`src/core/dtc_pkg.sv`:
```
/*
  dtc_pkg: register offsets, field positions, reset values and carrier
  types for the dual timer control and mode block.
  Assumes an 8-bit register port on the core clock.
*/
package dtc_pkg;

  // register offsets on the 8-bit register port
  localparam logic [7:0] TIMER_CONTROL_OFFSET     = 8'h88;
  localparam logic [7:0] TIMER_MODE_SELECT_OFFSET = 8'h89;
  localparam logic [7:0] TIMER0_LOW_BYTE_OFFSET   = 8'h8A;
  localparam logic [7:0] TIMER1_LOW_BYTE_OFFSET   = 8'h8B;
  localparam logic [7:0] TIMER0_HIGH_BYTE_OFFSET  = 8'h8C;
  localparam logic [7:0] TIMER1_HIGH_BYTE_OFFSET  = 8'h8D;
  localparam logic [7:0] IRQ_STATUS_OFFSET        = 8'h90;
  localparam logic [7:0] IRQ_MASK_OFFSET          = 8'h91;

  // timer_control field positions
  localparam int TIMER1_OVERFLOW_FLAG_BIT = 7;
  localparam int TIMER1_RUN_BIT_BIT       = 6;
  localparam int TIMER0_OVERFLOW_FLAG_BIT = 5;
  localparam int TIMER0_RUN_BIT_BIT       = 4;

  // timer_mode_select field positions (timer 1 nibble is 4 above timer 0)
  localparam int TIMER1_FIELD_BASE = 4;
  localparam int TIMER0_FIELD_BASE = 0;
  localparam int PIN_GATING_POS    = 3;
  localparam int SOURCE_SELECT_POS = 2;
  localparam int MODE_HIGH_POS     = 1;
  localparam int MODE_LOW_POS      = 0;

  // irq status / mask bit positions
  localparam int IRQ_TIMER0_BIT = 0;
  localparam int IRQ_TIMER1_BIT = 1;
  localparam int IRQ_EXT0_BIT   = 2;
  localparam int IRQ_EXT1_BIT   = 3;

  // operating modes
  localparam logic [1:0] MODE_PRESCALED = 2'h0;
  localparam logic [1:0] MODE_CASCADED  = 2'h1;
  localparam logic [1:0] MODE_RELOAD    = 2'h2;
  localparam logic [1:0] MODE_SPLIT     = 2'h3;

  // reset values
  localparam logic [7:0] TIMER_CONTROL_RESET     = 8'h00;
  localparam logic [7:0] TIMER_MODE_SELECT_RESET = 8'h00;
  localparam logic [7:0] COUNT_BYTE_RESET        = 8'h00;
  localparam logic [3:0] IRQ_REG_RESET           = 4'h0;

  // timer input is the peripheral clock divided by this many cycles
  localparam int         TIMER_PRESCALE      = 6;
  localparam logic [2:0] TIMER_PRESCALE_LAST = 3'(TIMER_PRESCALE - 1);

  typedef struct packed {
    logic [7:0] addr;
    logic [7:0] wdata;
    logic       wr;
    logic       rd;
  } dtc_bus_req_t;

  // one bit per interrupt source, used for requests and service acks
  typedef struct packed {
    logic ext1;
    logic ext0;
    logic timer1;
    logic timer0;
  } dtc_irq_vec_t;

endpackage

```
`src/core/dtc_top.sv`:
```
/*
  dtc_top: control and mode logic of two timer/counters and the two
  external interrupt flags, with count bytes and an interrupt status block.
  Assumes a single-cycle register port on core_clk (125 MHz) and service
  acknowledge pulses from the interrupt controller.
*/
// Behaviour
// timer1 gating: run bit, optionally ext pin high
// timer0 gating likewise with its pin
// timer1 source: prescaled clock or pin falls
// timer0 source: prescaled clock or pin falls
// timer1 mode 1 is 16-bit cascade
// timer1 mode 2 low byte reloads high
// timer0 mode 0 high byte, 5-bit prescaler
// timer0 mode 1 is 16-bit cascade
// timer0 mode 2 low byte reloads high
// timer0 mode 3 splits, high uses timer1 bits
// ext irq1 flag set; edge clears on service
// ext irq0 flag set; edge clears on service
// ext irq1 type: low level or falling edge
// ext irq0 type: low level or falling edge
// overflow flag set, cleared on vectoring
// timer1 mode 3 halts, holds count
// timer1 mode 0 modulo-32 prescaler, upper ignored
// software stops timer before changing mode
`timescale 1ns/10ps
module dtc_top
  import dtc_pkg::*;
(
  // clock and reset
  input  wire logic         core_clk,
  input  wire logic         reset,
  input  wire logic         ce,
  // register port
  input  wire dtc_bus_req_t bus_req,
  output      logic [7:0]   rd_data,
  // external pins
  input  wire logic         ext_irq0_pin_n,
  input  wire logic         ext_irq1_pin_n,
  input  wire logic         timer0_count_pin,
  input  wire logic         timer1_count_pin,
  // interrupt controller
  input  wire dtc_irq_vec_t irq_ack,
  output      dtc_irq_vec_t irq_req,
  output      logic         irq
);

  // synchronised pins: [0] irq0, [1] irq1, [2] count0, [3] count1
  logic [3:0] pin_sync, pin_prev, pin_fall;
  logic       tick;
  // registers
  logic       tf1, tr1, tf0, tr0;
  logic [1:0] ext_flag, ext_type;
  logic [7:0] timer_mode_select;
  logic [7:0] timer0_low_byte, timer0_high_byte, timer1_low_byte, timer1_high_byte;
  logic [3:0] irq_status, irq_mask;
  // decoded mode fields
  logic [1:0] mode0, mode1;
  logic       timer0_pin_gating, timer1_pin_gating, src0, src1, split0;
  // counting terms
  logic       run0, run1, inc0, inc1, inc_high0;
  logic       ovf0, ovf1, ovf_high0, set_tf0, set_tf1;
  logic [1:0] set_ext;
  // register strobes
  logic       wr_control, wr_mode, wr_tl0, wr_th0, wr_tl1, wr_th1, wr_status, wr_mask;

  dtc_pin_sync #(
    .WIDTH(4)
  ) u_pin_sync (
    .core_clk(core_clk),
    .reset   (reset),
    .ce      (ce),
    .pin_in  ({timer1_count_pin, timer0_count_pin, ext_irq1_pin_n, ext_irq0_pin_n}),
    .pin_sync(pin_sync)
  );

  dtc_prescaler u_prescaler (
    .core_clk(core_clk),
    .reset   (reset),
    .ce      (ce),
    .tick    (tick)
  );

  // edge detection reads only the synchronised copy
  always_ff @(posedge core_clk or posedge reset) begin
    if (reset) begin
      pin_prev <= 4'hF;
    end else if (ce) begin
      pin_prev <= pin_sync;
    end
  end

  assign pin_fall = pin_prev & ~pin_sync;

  assign wr_control = bus_req.wr && (bus_req.addr == TIMER_CONTROL_OFFSET);
  assign wr_mode    = bus_req.wr && (bus_req.addr == TIMER_MODE_SELECT_OFFSET);
  assign wr_tl0     = bus_req.wr && (bus_req.addr == TIMER0_LOW_BYTE_OFFSET);
  assign wr_th0     = bus_req.wr && (bus_req.addr == TIMER0_HIGH_BYTE_OFFSET);
  assign wr_tl1     = bus_req.wr && (bus_req.addr == TIMER1_LOW_BYTE_OFFSET);
  assign wr_th1     = bus_req.wr && (bus_req.addr == TIMER1_HIGH_BYTE_OFFSET);
  assign wr_status  = bus_req.wr && (bus_req.addr == IRQ_STATUS_OFFSET);
  assign wr_mask    = bus_req.wr && (bus_req.addr == IRQ_MASK_OFFSET);

  // mode changes while running are not guarded; software stops first
  always_ff @(posedge core_clk or posedge reset) begin
    if (reset) begin
      timer_mode_select <= TIMER_MODE_SELECT_RESET;
    end else if (ce && wr_mode) begin
      timer_mode_select <= bus_req.wdata;
    end
  end

  assign mode0  = {timer_mode_select[TIMER0_FIELD_BASE + MODE_HIGH_POS],
                   timer_mode_select[TIMER0_FIELD_BASE + MODE_LOW_POS]};
  assign mode1  = {timer_mode_select[TIMER1_FIELD_BASE + MODE_HIGH_POS],
                   timer_mode_select[TIMER1_FIELD_BASE + MODE_LOW_POS]};
  assign timer0_pin_gating  = timer_mode_select[TIMER0_FIELD_BASE + PIN_GATING_POS];
  assign timer1_pin_gating  = timer_mode_select[TIMER1_FIELD_BASE + PIN_GATING_POS];
  assign src0   = timer_mode_select[TIMER0_FIELD_BASE + SOURCE_SELECT_POS];
  assign src1   = timer_mode_select[TIMER1_FIELD_BASE + SOURCE_SELECT_POS];
  assign split0 = (mode0 == MODE_SPLIT);

  // gated run: pin high means the active-low line is idle
  assign run0 = tr0 && (!timer0_pin_gating || pin_sync[0]);
  // in split mode timer 1 loses its run bit and runs unless halted or held off by its pin gate
  assign run1 = (split0 || tr1) && (!timer1_pin_gating || pin_sync[1]);

  assign inc0 = run0 && (src0 ? pin_fall[2] : tick);
  assign inc1 = run1 && (mode1 != MODE_SPLIT) && (src1 ? pin_fall[3] : tick);
  // high byte of split timer 0 is always a timer, on timer 1's run bit
  assign inc_high0 = split0 && tr1 && tick;

  always_comb begin
    case (mode0)
      MODE_PRESCALED: ovf0 = inc0 && (&{timer0_high_byte, timer0_low_byte[4:0]});
      MODE_CASCADED:  ovf0 = inc0 && (&{timer0_high_byte, timer0_low_byte});
      MODE_RELOAD:    ovf0 = inc0 && (&timer0_low_byte);
      MODE_SPLIT:     ovf0 = inc0 && (&timer0_low_byte);
      default:        ovf0 = 1'b0;
    endcase
  end

  always_comb begin
    case (mode1)
      MODE_PRESCALED: ovf1 = inc1 && (&{timer1_high_byte, timer1_low_byte[4:0]});
      MODE_CASCADED:  ovf1 = inc1 && (&{timer1_high_byte, timer1_low_byte});
      MODE_RELOAD:    ovf1 = inc1 && (&timer1_low_byte);
      default:        ovf1 = 1'b0;
    endcase
  end

  assign ovf_high0 = inc_high0 && (&timer0_high_byte);

  // timer 0 count bytes; a software write wins over a count
  always_ff @(posedge core_clk or posedge reset) begin
    if (reset) begin
      timer0_low_byte  <= COUNT_BYTE_RESET;
      timer0_high_byte <= COUNT_BYTE_RESET;
    end else if (ce) begin
      if (inc0) begin
        case (mode0)
          MODE_PRESCALED: begin
            timer0_low_byte[4:0] <= timer0_low_byte[4:0] + 5'h01;
            if (&timer0_low_byte[4:0]) begin
              timer0_high_byte <= timer0_high_byte + 8'h01;
            end
          end
          MODE_CASCADED: begin
            timer0_low_byte <= timer0_low_byte + 8'h01;
            if (&timer0_low_byte) begin
              timer0_high_byte <= timer0_high_byte + 8'h01;
            end
          end
          MODE_RELOAD: begin
            timer0_low_byte <= (&timer0_low_byte) ? timer0_high_byte : timer0_low_byte + 8'h01;
          end
          default: begin
            timer0_low_byte <= timer0_low_byte + 8'h01;
          end
        endcase
      end
      if (inc_high0) begin
        timer0_high_byte <= timer0_high_byte + 8'h01;
      end
      if (wr_tl0) begin
        timer0_low_byte <= bus_req.wdata;
      end
      if (wr_th0) begin
        timer0_high_byte <= bus_req.wdata;
      end
    end
  end

  // timer 1 count bytes; mode 3 never increments, so the count holds
  always_ff @(posedge core_clk or posedge reset) begin
    if (reset) begin
      timer1_low_byte  <= COUNT_BYTE_RESET;
      timer1_high_byte <= COUNT_BYTE_RESET;
    end else if (ce) begin
      if (inc1) begin
        case (mode1)
          MODE_PRESCALED: begin
            // upper three low-byte bits are left untouched
            timer1_low_byte[4:0] <= timer1_low_byte[4:0] + 5'h01;
            if (&timer1_low_byte[4:0]) begin
              timer1_high_byte <= timer1_high_byte + 8'h01;
            end
          end
          MODE_CASCADED: begin
            timer1_low_byte <= timer1_low_byte + 8'h01;
            if (&timer1_low_byte) begin
              timer1_high_byte <= timer1_high_byte + 8'h01;
            end
          end
          MODE_RELOAD: begin
            timer1_low_byte <= (&timer1_low_byte) ? timer1_high_byte : timer1_low_byte + 8'h01;
          end
          default: begin
            timer1_low_byte <= timer1_low_byte;
          end
        endcase
      end
      if (wr_tl1) begin
        timer1_low_byte <= bus_req.wdata;
      end
      if (wr_th1) begin
        timer1_high_byte <= bus_req.wdata;
      end
    end
  end

  // split timer 0 takes over timer 1's overflow flag
  assign set_tf0 = ovf0;
  assign set_tf1 = split0 ? ovf_high0 : ovf1;

  // overflow flags and run bits; hardware set beats ack and write
  always_ff @(posedge core_clk or posedge reset) begin
    if (reset) begin
      tf1 <= TIMER_CONTROL_RESET[TIMER1_OVERFLOW_FLAG_BIT];
      tr1 <= TIMER_CONTROL_RESET[TIMER1_RUN_BIT_BIT];
      tf0 <= TIMER_CONTROL_RESET[TIMER0_OVERFLOW_FLAG_BIT];
      tr0 <= TIMER_CONTROL_RESET[TIMER0_RUN_BIT_BIT];
    end else if (ce) begin
      if (wr_control) begin
        tr1 <= bus_req.wdata[TIMER1_RUN_BIT_BIT];
        tr0 <= bus_req.wdata[TIMER0_RUN_BIT_BIT];
      end
      if (set_tf0) begin
        tf0 <= 1'b1;
      end else if (irq_ack.timer0) begin
        tf0 <= 1'b0;
      end else if (wr_control) begin
        tf0 <= bus_req.wdata[TIMER0_OVERFLOW_FLAG_BIT];
      end
      if (set_tf1) begin
        tf1 <= 1'b1;
      end else if (irq_ack.timer1) begin
        tf1 <= 1'b0;
      end else if (wr_control) begin
        tf1 <= bus_req.wdata[TIMER1_OVERFLOW_FLAG_BIT];
      end
    end
  end

  // external interrupt flags: flag at control bit 2*i+1, type at 2*i
  for (genvar i = 0; i < 2; i++) begin : g_ext
    // level mode sets while the line is low; edge mode on a falling edge
    assign set_ext[i] = ext_type[i] ? pin_fall[i] : !pin_sync[i];

    always_ff @(posedge core_clk or posedge reset) begin
      if (reset) begin
        ext_flag[i] <= TIMER_CONTROL_RESET[2*i+1];
        ext_type[i] <= TIMER_CONTROL_RESET[2*i];
      end else if (ce) begin
        if (wr_control) begin
          ext_type[i] <= bus_req.wdata[2*i];
        end
        if (set_ext[i]) begin
          ext_flag[i] <= 1'b1;
        end else if (ext_type[i] && (i == 0 ? irq_ack.ext0 : irq_ack.ext1)) begin
          ext_flag[i] <= 1'b0;
        end else if (!ext_type[i] && pin_sync[i]) begin
          // level mode flag follows the line once it returns high
          ext_flag[i] <= 1'b0;
        end else if (wr_control) begin
          ext_flag[i] <= bus_req.wdata[2*i+1];
        end
      end
    end
  end

  // sticky status, write one to clear, new event wins
  always_ff @(posedge core_clk or posedge reset) begin
    if (reset) begin
      irq_status <= IRQ_REG_RESET;
      irq_mask   <= IRQ_REG_RESET;
    end else if (ce) begin
      irq_status <= (irq_status & ~(wr_status ? bus_req.wdata[3:0] : 4'h0))
                  | {set_ext[1], set_ext[0], set_tf1, set_tf0};
      if (wr_mask) begin
        irq_mask <= bus_req.wdata[3:0];
      end
    end
  end

  // registered level, one cycle behind the status bits
  always_ff @(posedge core_clk or posedge reset) begin
    if (reset) begin
      irq <= 1'b0;
    end else if (ce) begin
      irq <= |(irq_status & irq_mask);
    end
  end

  assign irq_req = '{ext1: ext_flag[1], ext0: ext_flag[0], timer1: tf1, timer0: tf0};

  // read data stands only in the cycle after the strobe
  always_ff @(posedge core_clk or posedge reset) begin
    if (reset) begin
      rd_data <= 8'h00;
    end else if (ce) begin
      if (bus_req.rd) begin
        case (bus_req.addr)
          TIMER_CONTROL_OFFSET:     rd_data <= {tf1, tr1, tf0, tr0, ext_flag[1], ext_type[1], ext_flag[0],
                                                ext_type[0]};
          TIMER_MODE_SELECT_OFFSET: rd_data <= timer_mode_select;
          TIMER0_LOW_BYTE_OFFSET:   rd_data <= timer0_low_byte;
          TIMER0_HIGH_BYTE_OFFSET:  rd_data <= timer0_high_byte;
          TIMER1_LOW_BYTE_OFFSET:   rd_data <= timer1_low_byte;
          TIMER1_HIGH_BYTE_OFFSET:  rd_data <= timer1_high_byte;
          IRQ_STATUS_OFFSET:        rd_data <= {4'h0, irq_status};
          IRQ_MASK_OFFSET:          rd_data <= {4'h0, irq_mask};
          default:                  rd_data <= 8'h00;
        endcase
      end else begin
        rd_data <= 8'h00;
      end
    end
  end

endmodule

```
`src/core/dtc_pin_sync.sv`:
```
/*
  dtc_pin_sync: two-flop synchroniser for a group of external pins.
  Assumes pins are asynchronous to core_clk; output is the second flop.
*/
`timescale 1ns/10ps
module dtc_pin_sync
  import dtc_pkg::*;
#(
  parameter int WIDTH = 4
) (
  // clock and reset
  input  wire logic             core_clk,
  input  wire logic             reset,
  input  wire logic             ce,
  // pins
  input  wire logic [WIDTH-1:0] pin_in,
  output      logic [WIDTH-1:0] pin_sync
);

  logic [WIDTH-1:0] meta;

  // reset high matches idle level of active-low pins
  always_ff @(posedge core_clk or posedge reset) begin
    if (reset) begin
      meta     <= '1;
      pin_sync <= '1;
    end else if (ce) begin
      meta     <= pin_in;
      pin_sync <= meta;
    end
  end

endmodule

```
`src/core/dtc_prescaler.sv`:
```
/*
  dtc_prescaler: divides the peripheral clock into a one-cycle timer tick.
  Assumes a clock enable that freezes the count while low.
*/
`timescale 1ns/10ps
module dtc_prescaler
  import dtc_pkg::*;
(
  // clock and reset
  input  wire logic core_clk,
  input  wire logic reset,
  input  wire logic ce,
  // tick out
  output      logic tick
);

  logic [2:0] count;

  always_ff @(posedge core_clk or posedge reset) begin
    if (reset) begin
      count <= 3'h0;
    end else if (ce) begin
      count <= (count == TIMER_PRESCALE_LAST) ? 3'h0 : count + 3'h1;
    end
  end

  assign tick = ce && (count == TIMER_PRESCALE_LAST);

endmodule

```
`config.mk`:
```
export PLATFORM = sky130hd
export DESIGN_NAME = dtc_top
export DESIGN_NICKNAME = d
export VERILOG_FILES = /design/src/core/dtc_pkg.sv /design/src/core/dtc_top.sv /design/src/core/dtc_pin_sync.sv /design/src/core/dtc_prescaler.sv
export SDC_FILE = /design/constraint.sdc
export NUM_CORES = 1
export LEC_CHECK = 0
export BUFFER_PORTS_ARGS = -buffer_cell sky130_fd_sc_hd__buf_4
export CAP_MARGIN = 20
export CORE_ASPECT_RATIO = 1.2
export CORE_MARGIN = 5
export CORE_UTILIZATION = 49
export DETAILED_ROUTE_END_ITERATION = 10
export PLACE_DENSITY = 0.67
export SETUP_SLACK_MARGIN = 0.4
export SYNTH_ARGS = -nofsm -noshare
export SYNTH_HDL_FRONTEND = slang
export SYNTH_SLANG_ARGS = --single-unit
export TNS_END_PERCENT = 20
```
`constraint.sdc`:
```
create_clock -name core_clk -period 4.3 [get_ports core_clk]
set_clock_uncertainty 0.15 [all_clocks]
set_input_delay 1.29 -clock core_clk [delete_from_list [all_inputs] [get_ports core_clk]]
set_output_delay 1.29 -clock core_clk [all_outputs]
set_load 0.05 [all_outputs]
```
==> impl_metrics.csv <==
group,metric,value,unit
outcome,outcome,"completed",
setup_path,required,4.38,ns
detailed_routing,drtIter0Drc,416,
yosys,synth-edff-count,0,
detailed_routing,routedWlPerCell,21.6,um
cells_and_area,fillers,948,
yosys,synth.ff_latch_count,80,
place,io_buffers,41,
floorplanning,die-area,12700,um2
detailed_routing,routed_wl,16100,um
floorplanning,initial_utilization,49.5,%
floorplanning,core,10400,um2
clock_tree,cts_setup_buffers,0,
yosys,yosysTopAreaCellShare,33.0,%
clock_tree,cts_tree,"done",
pwr,seq_power_share,44.6,%
clock_tree,cts.path.max_buffers,2,
timing,setup_ws,0.902,ns
yosys,async_flop_share,100,%
floorplanning,fp-row-count,41,
floorplanning,io_pins,42,
yosys,yosysMostFrequentCell,"dfrtp_1",
clock_tree,hold_buffers,0,
yosys,synthTopCellsByCount,"68 x dfrtp_1, 64 x nand2_1, 48 x o21ai_0, 38 x nor2_1, 34 x clkbuf_1",
grt,grt-ovfl-total,0,
setup_path,crit_end,"timer1_low_byte[0]",
cells_and_area,fin_area,5900,um2
pwr,intPower,1.39,mW
cells_and_area,multi_input_area,2890,um2
yosys,yosysTopAreaCell,"dfrtp_1",
clock_tree,htreeDepth,3,
grt,antenna_found_initial,0,
yosys,dominantRegCellSynth,"dfrtp_1",
yosys,syn_area_per_cell,8.79,um2
clock_tree,numCtsBuffers,9,
setup_path,criticalPathCategory,"primary input to register",
cells_and_area,synthToLayoutAreaGrowth,14.5,%
grt,grt_pass1_wl,26100,um
timing,final-hold-violation-count,0,
setup_path,endpoint_kind,"register",
grt,grt_start_max_net_pins,57,
setup_path,reg2reg_depth,7,
setup_path,critPathMaxFanout,10,
cells_and_area,num_antenna_cells,0,
timing,timing.hold.ws,0.342,ns
grt,grt_use_total,26.0,%
pwr,p_comb_share,13.5,%
cells_and_area,drive_above_1_share,20.6,%
timing,tns,0,ns
yosys,synthTopCellsByArea,"dfrtp_1 33%, mux2_2 6.6%, dfstp_2 6.1%, o21ai_0 4.7%, nand2_1 4.7%",
setup_path,r2r_setup_slack,1.42,ns
yosys,synth_cells,586,
grt,grt_pass1_vias,4754,
yosys,synth_area,5150,um2
pwr,power.density,329,nW/um2
timing,max_freq,294,MHz
timing,worst_pin_slew,0.759,ns
pwr,switchingPower,547,uW
detailed_routing,drc,0,
setup_path,worstReg2RegStart,"timer0_low_byte[0]",
yosys,synth.distinct_cells,66,
clock_tree,ctsResizeCount,0,
clock_tree,cts.root.buffer_cell,"clkbuf_16",
clock_tree,cts_sinks,80,
setup_path,r2r-end,"timer0_high_byte[4]",
detailed_routing,vias,4822,
pwr,leakage,2.53,nW
pwr,clock_power_share,41.8,%
yosys,ys_warn_count,0,
place,dp_slack,0.572,ns
setup_path,start_kind,"primary input",
cells_and_area,seq_area,2020,um2
timing,fin_crit_sh,79.0,%
detailed_routing,ant_nets,0,
detailed_routing,firstDrtPassIters,7,
detailed_routing,viasPerCell,6.46,
timing,slew_headroom,48.9,%
yosys,yosysSeqAreaShare,39.1,%
clock_tree,insertion_delay,0.35,ns
worst_hold_path,min_path_type,"register to register",
pwr,ir_worst_vdd,0.000221,V
timing,rsz0062_at_grt,"false",
setup_path,cp.arrival,3.48,ns
floorplanning,fp.dieH,122,um
run,max-cap-violations,0,
place,gp_congestion,0.961,
clock_tree,path_clk_slew,0.07,ns
yosys,postSynthNetCount,626,
timing,setup_violations,0,
timing,period_minus_slack,3.40,ns
cells_and_area,final_nets,652,
place,dpl.hpwl,11600,um
setup_path,crit_start,"bus_req[15]",
place,placed_area,5560,um2
pwr,switching_share,28.2,%
floorplanning,die_x,104,um
pwr,power.total,1.94,mW
timing,maxSlewViolCount,0,
cells by family after synthesis:
kind of cell,Yosys count,share of synthesized area (%)
buffers and inverters,61,4.76
xor gates and xnor gates,8,1.36
adders and majority gates,11,2.67
DFF,80,39.1
and+or+nand+nor,214,20.7
AOI/OAI and AO/OA,169,21.8
muxes,43,9.57
final cells by class:
cell class              count  share of cell area (%)
clock buffers              11                    4.12
clock inverters             5                    1.10
inverters                  22                    1.42
multi-input cells         445                    49.0
flip-flops and latches     80                    34.2
well taps                 129                    2.74
repair buffers             54                    7.42
worst max-delay path: stages:
cell     delay [ns]
buf_4          0.11
or3b_1         0.47
or3_4          0.45
or2_1          0.37
and2_4         0.22
a221o_1        0.29
mux2_2         0.27
worst min path at each step:
stage                          from                    to  slack, ns  depth (start not counted)
3_5_place_dp             rd_data[1]            rd_data[1]       0.33                          1
3_3_place_gp             rd_data[1]            rd_data[1]       0.33                          1
6_report                 rd_data[1]            rd_data[1]       0.34                          1
5_1_grt                  rd_data[1]            rd_data[1]       0.35                          1
4_1_cts                  rd_data[1]            rd_data[1]       0.35                          1
2_1_floorplan  u_prescaler.count[0]  u_prescaler.count[0]       0.31                          1
power groups by stage:
stage	Clock [mW]	Sequential, mW	Combinational (mW)
6_report	0.812	0.866	0.263
5_1_grt	0.858	0.873	0.290
4_1_cts	0.825	0.865	0.261
3_5_place_dp	0	0.879	0.260
3_3_place_gp	0	0.875	0.250
2_1_floorplan	0	0.870	0.167
state kept, by name, indices dropped and copies added (netlist names):
name	flops
rd_data	8
timer1_high_byte	8
u_pin_sync.meta	4
ext_type	2
timer0_low_byte	8
u_pin_sync.pin_sync	4
timer1_low_byte	8
timer_mode_select	8
u_prescaler.count	3
timer0_high_byte	8
tr1	1
irq	1
pin_prev	4
tf0	1
tf1	1
tr0	1
irq_status	4
irq_req	2
irq_mask	4
metrics by stage:
stage / instances / utilization, %
detailed placement: 729 / 53.4
global placement: 729 / 53.4
CTS: 745 / 56.4
finish: 746 / 56.6
floorplan: 586 / -
global route: 746 / 56.6
metal layers:
metal | share of wire (%) | global-route usage (%) | vias up
met1 | 41 | 33.4 | 2348
met3 | 7.4 | 5.84 | 36
met4 | 3.1 | 10.1 | 0
met5 | 0 | 0 | -
met2 | 48 | 43.0 | 219
li1 | - | - | 2219
cell usage in the layout, fill, tap and decap left out, types with 9 or more instances in the layout:
master and n:
nand3_1 30, ha_1 11, nor3_1 16, a22o_1 9, o2bb2ai_1 10, inv_1 21, a22oi_1 10, a21oi_1 32
nand4_1 11, mux2i_1 11, buf_4 52, clkbuf_16 9, nand2_1 64, dfrtp_1 68, dfstp_2 12, and3_1 16
o21ai_0 48, mux2_2 30, nor2_1 38
Power figures use the tool's default switching activity.
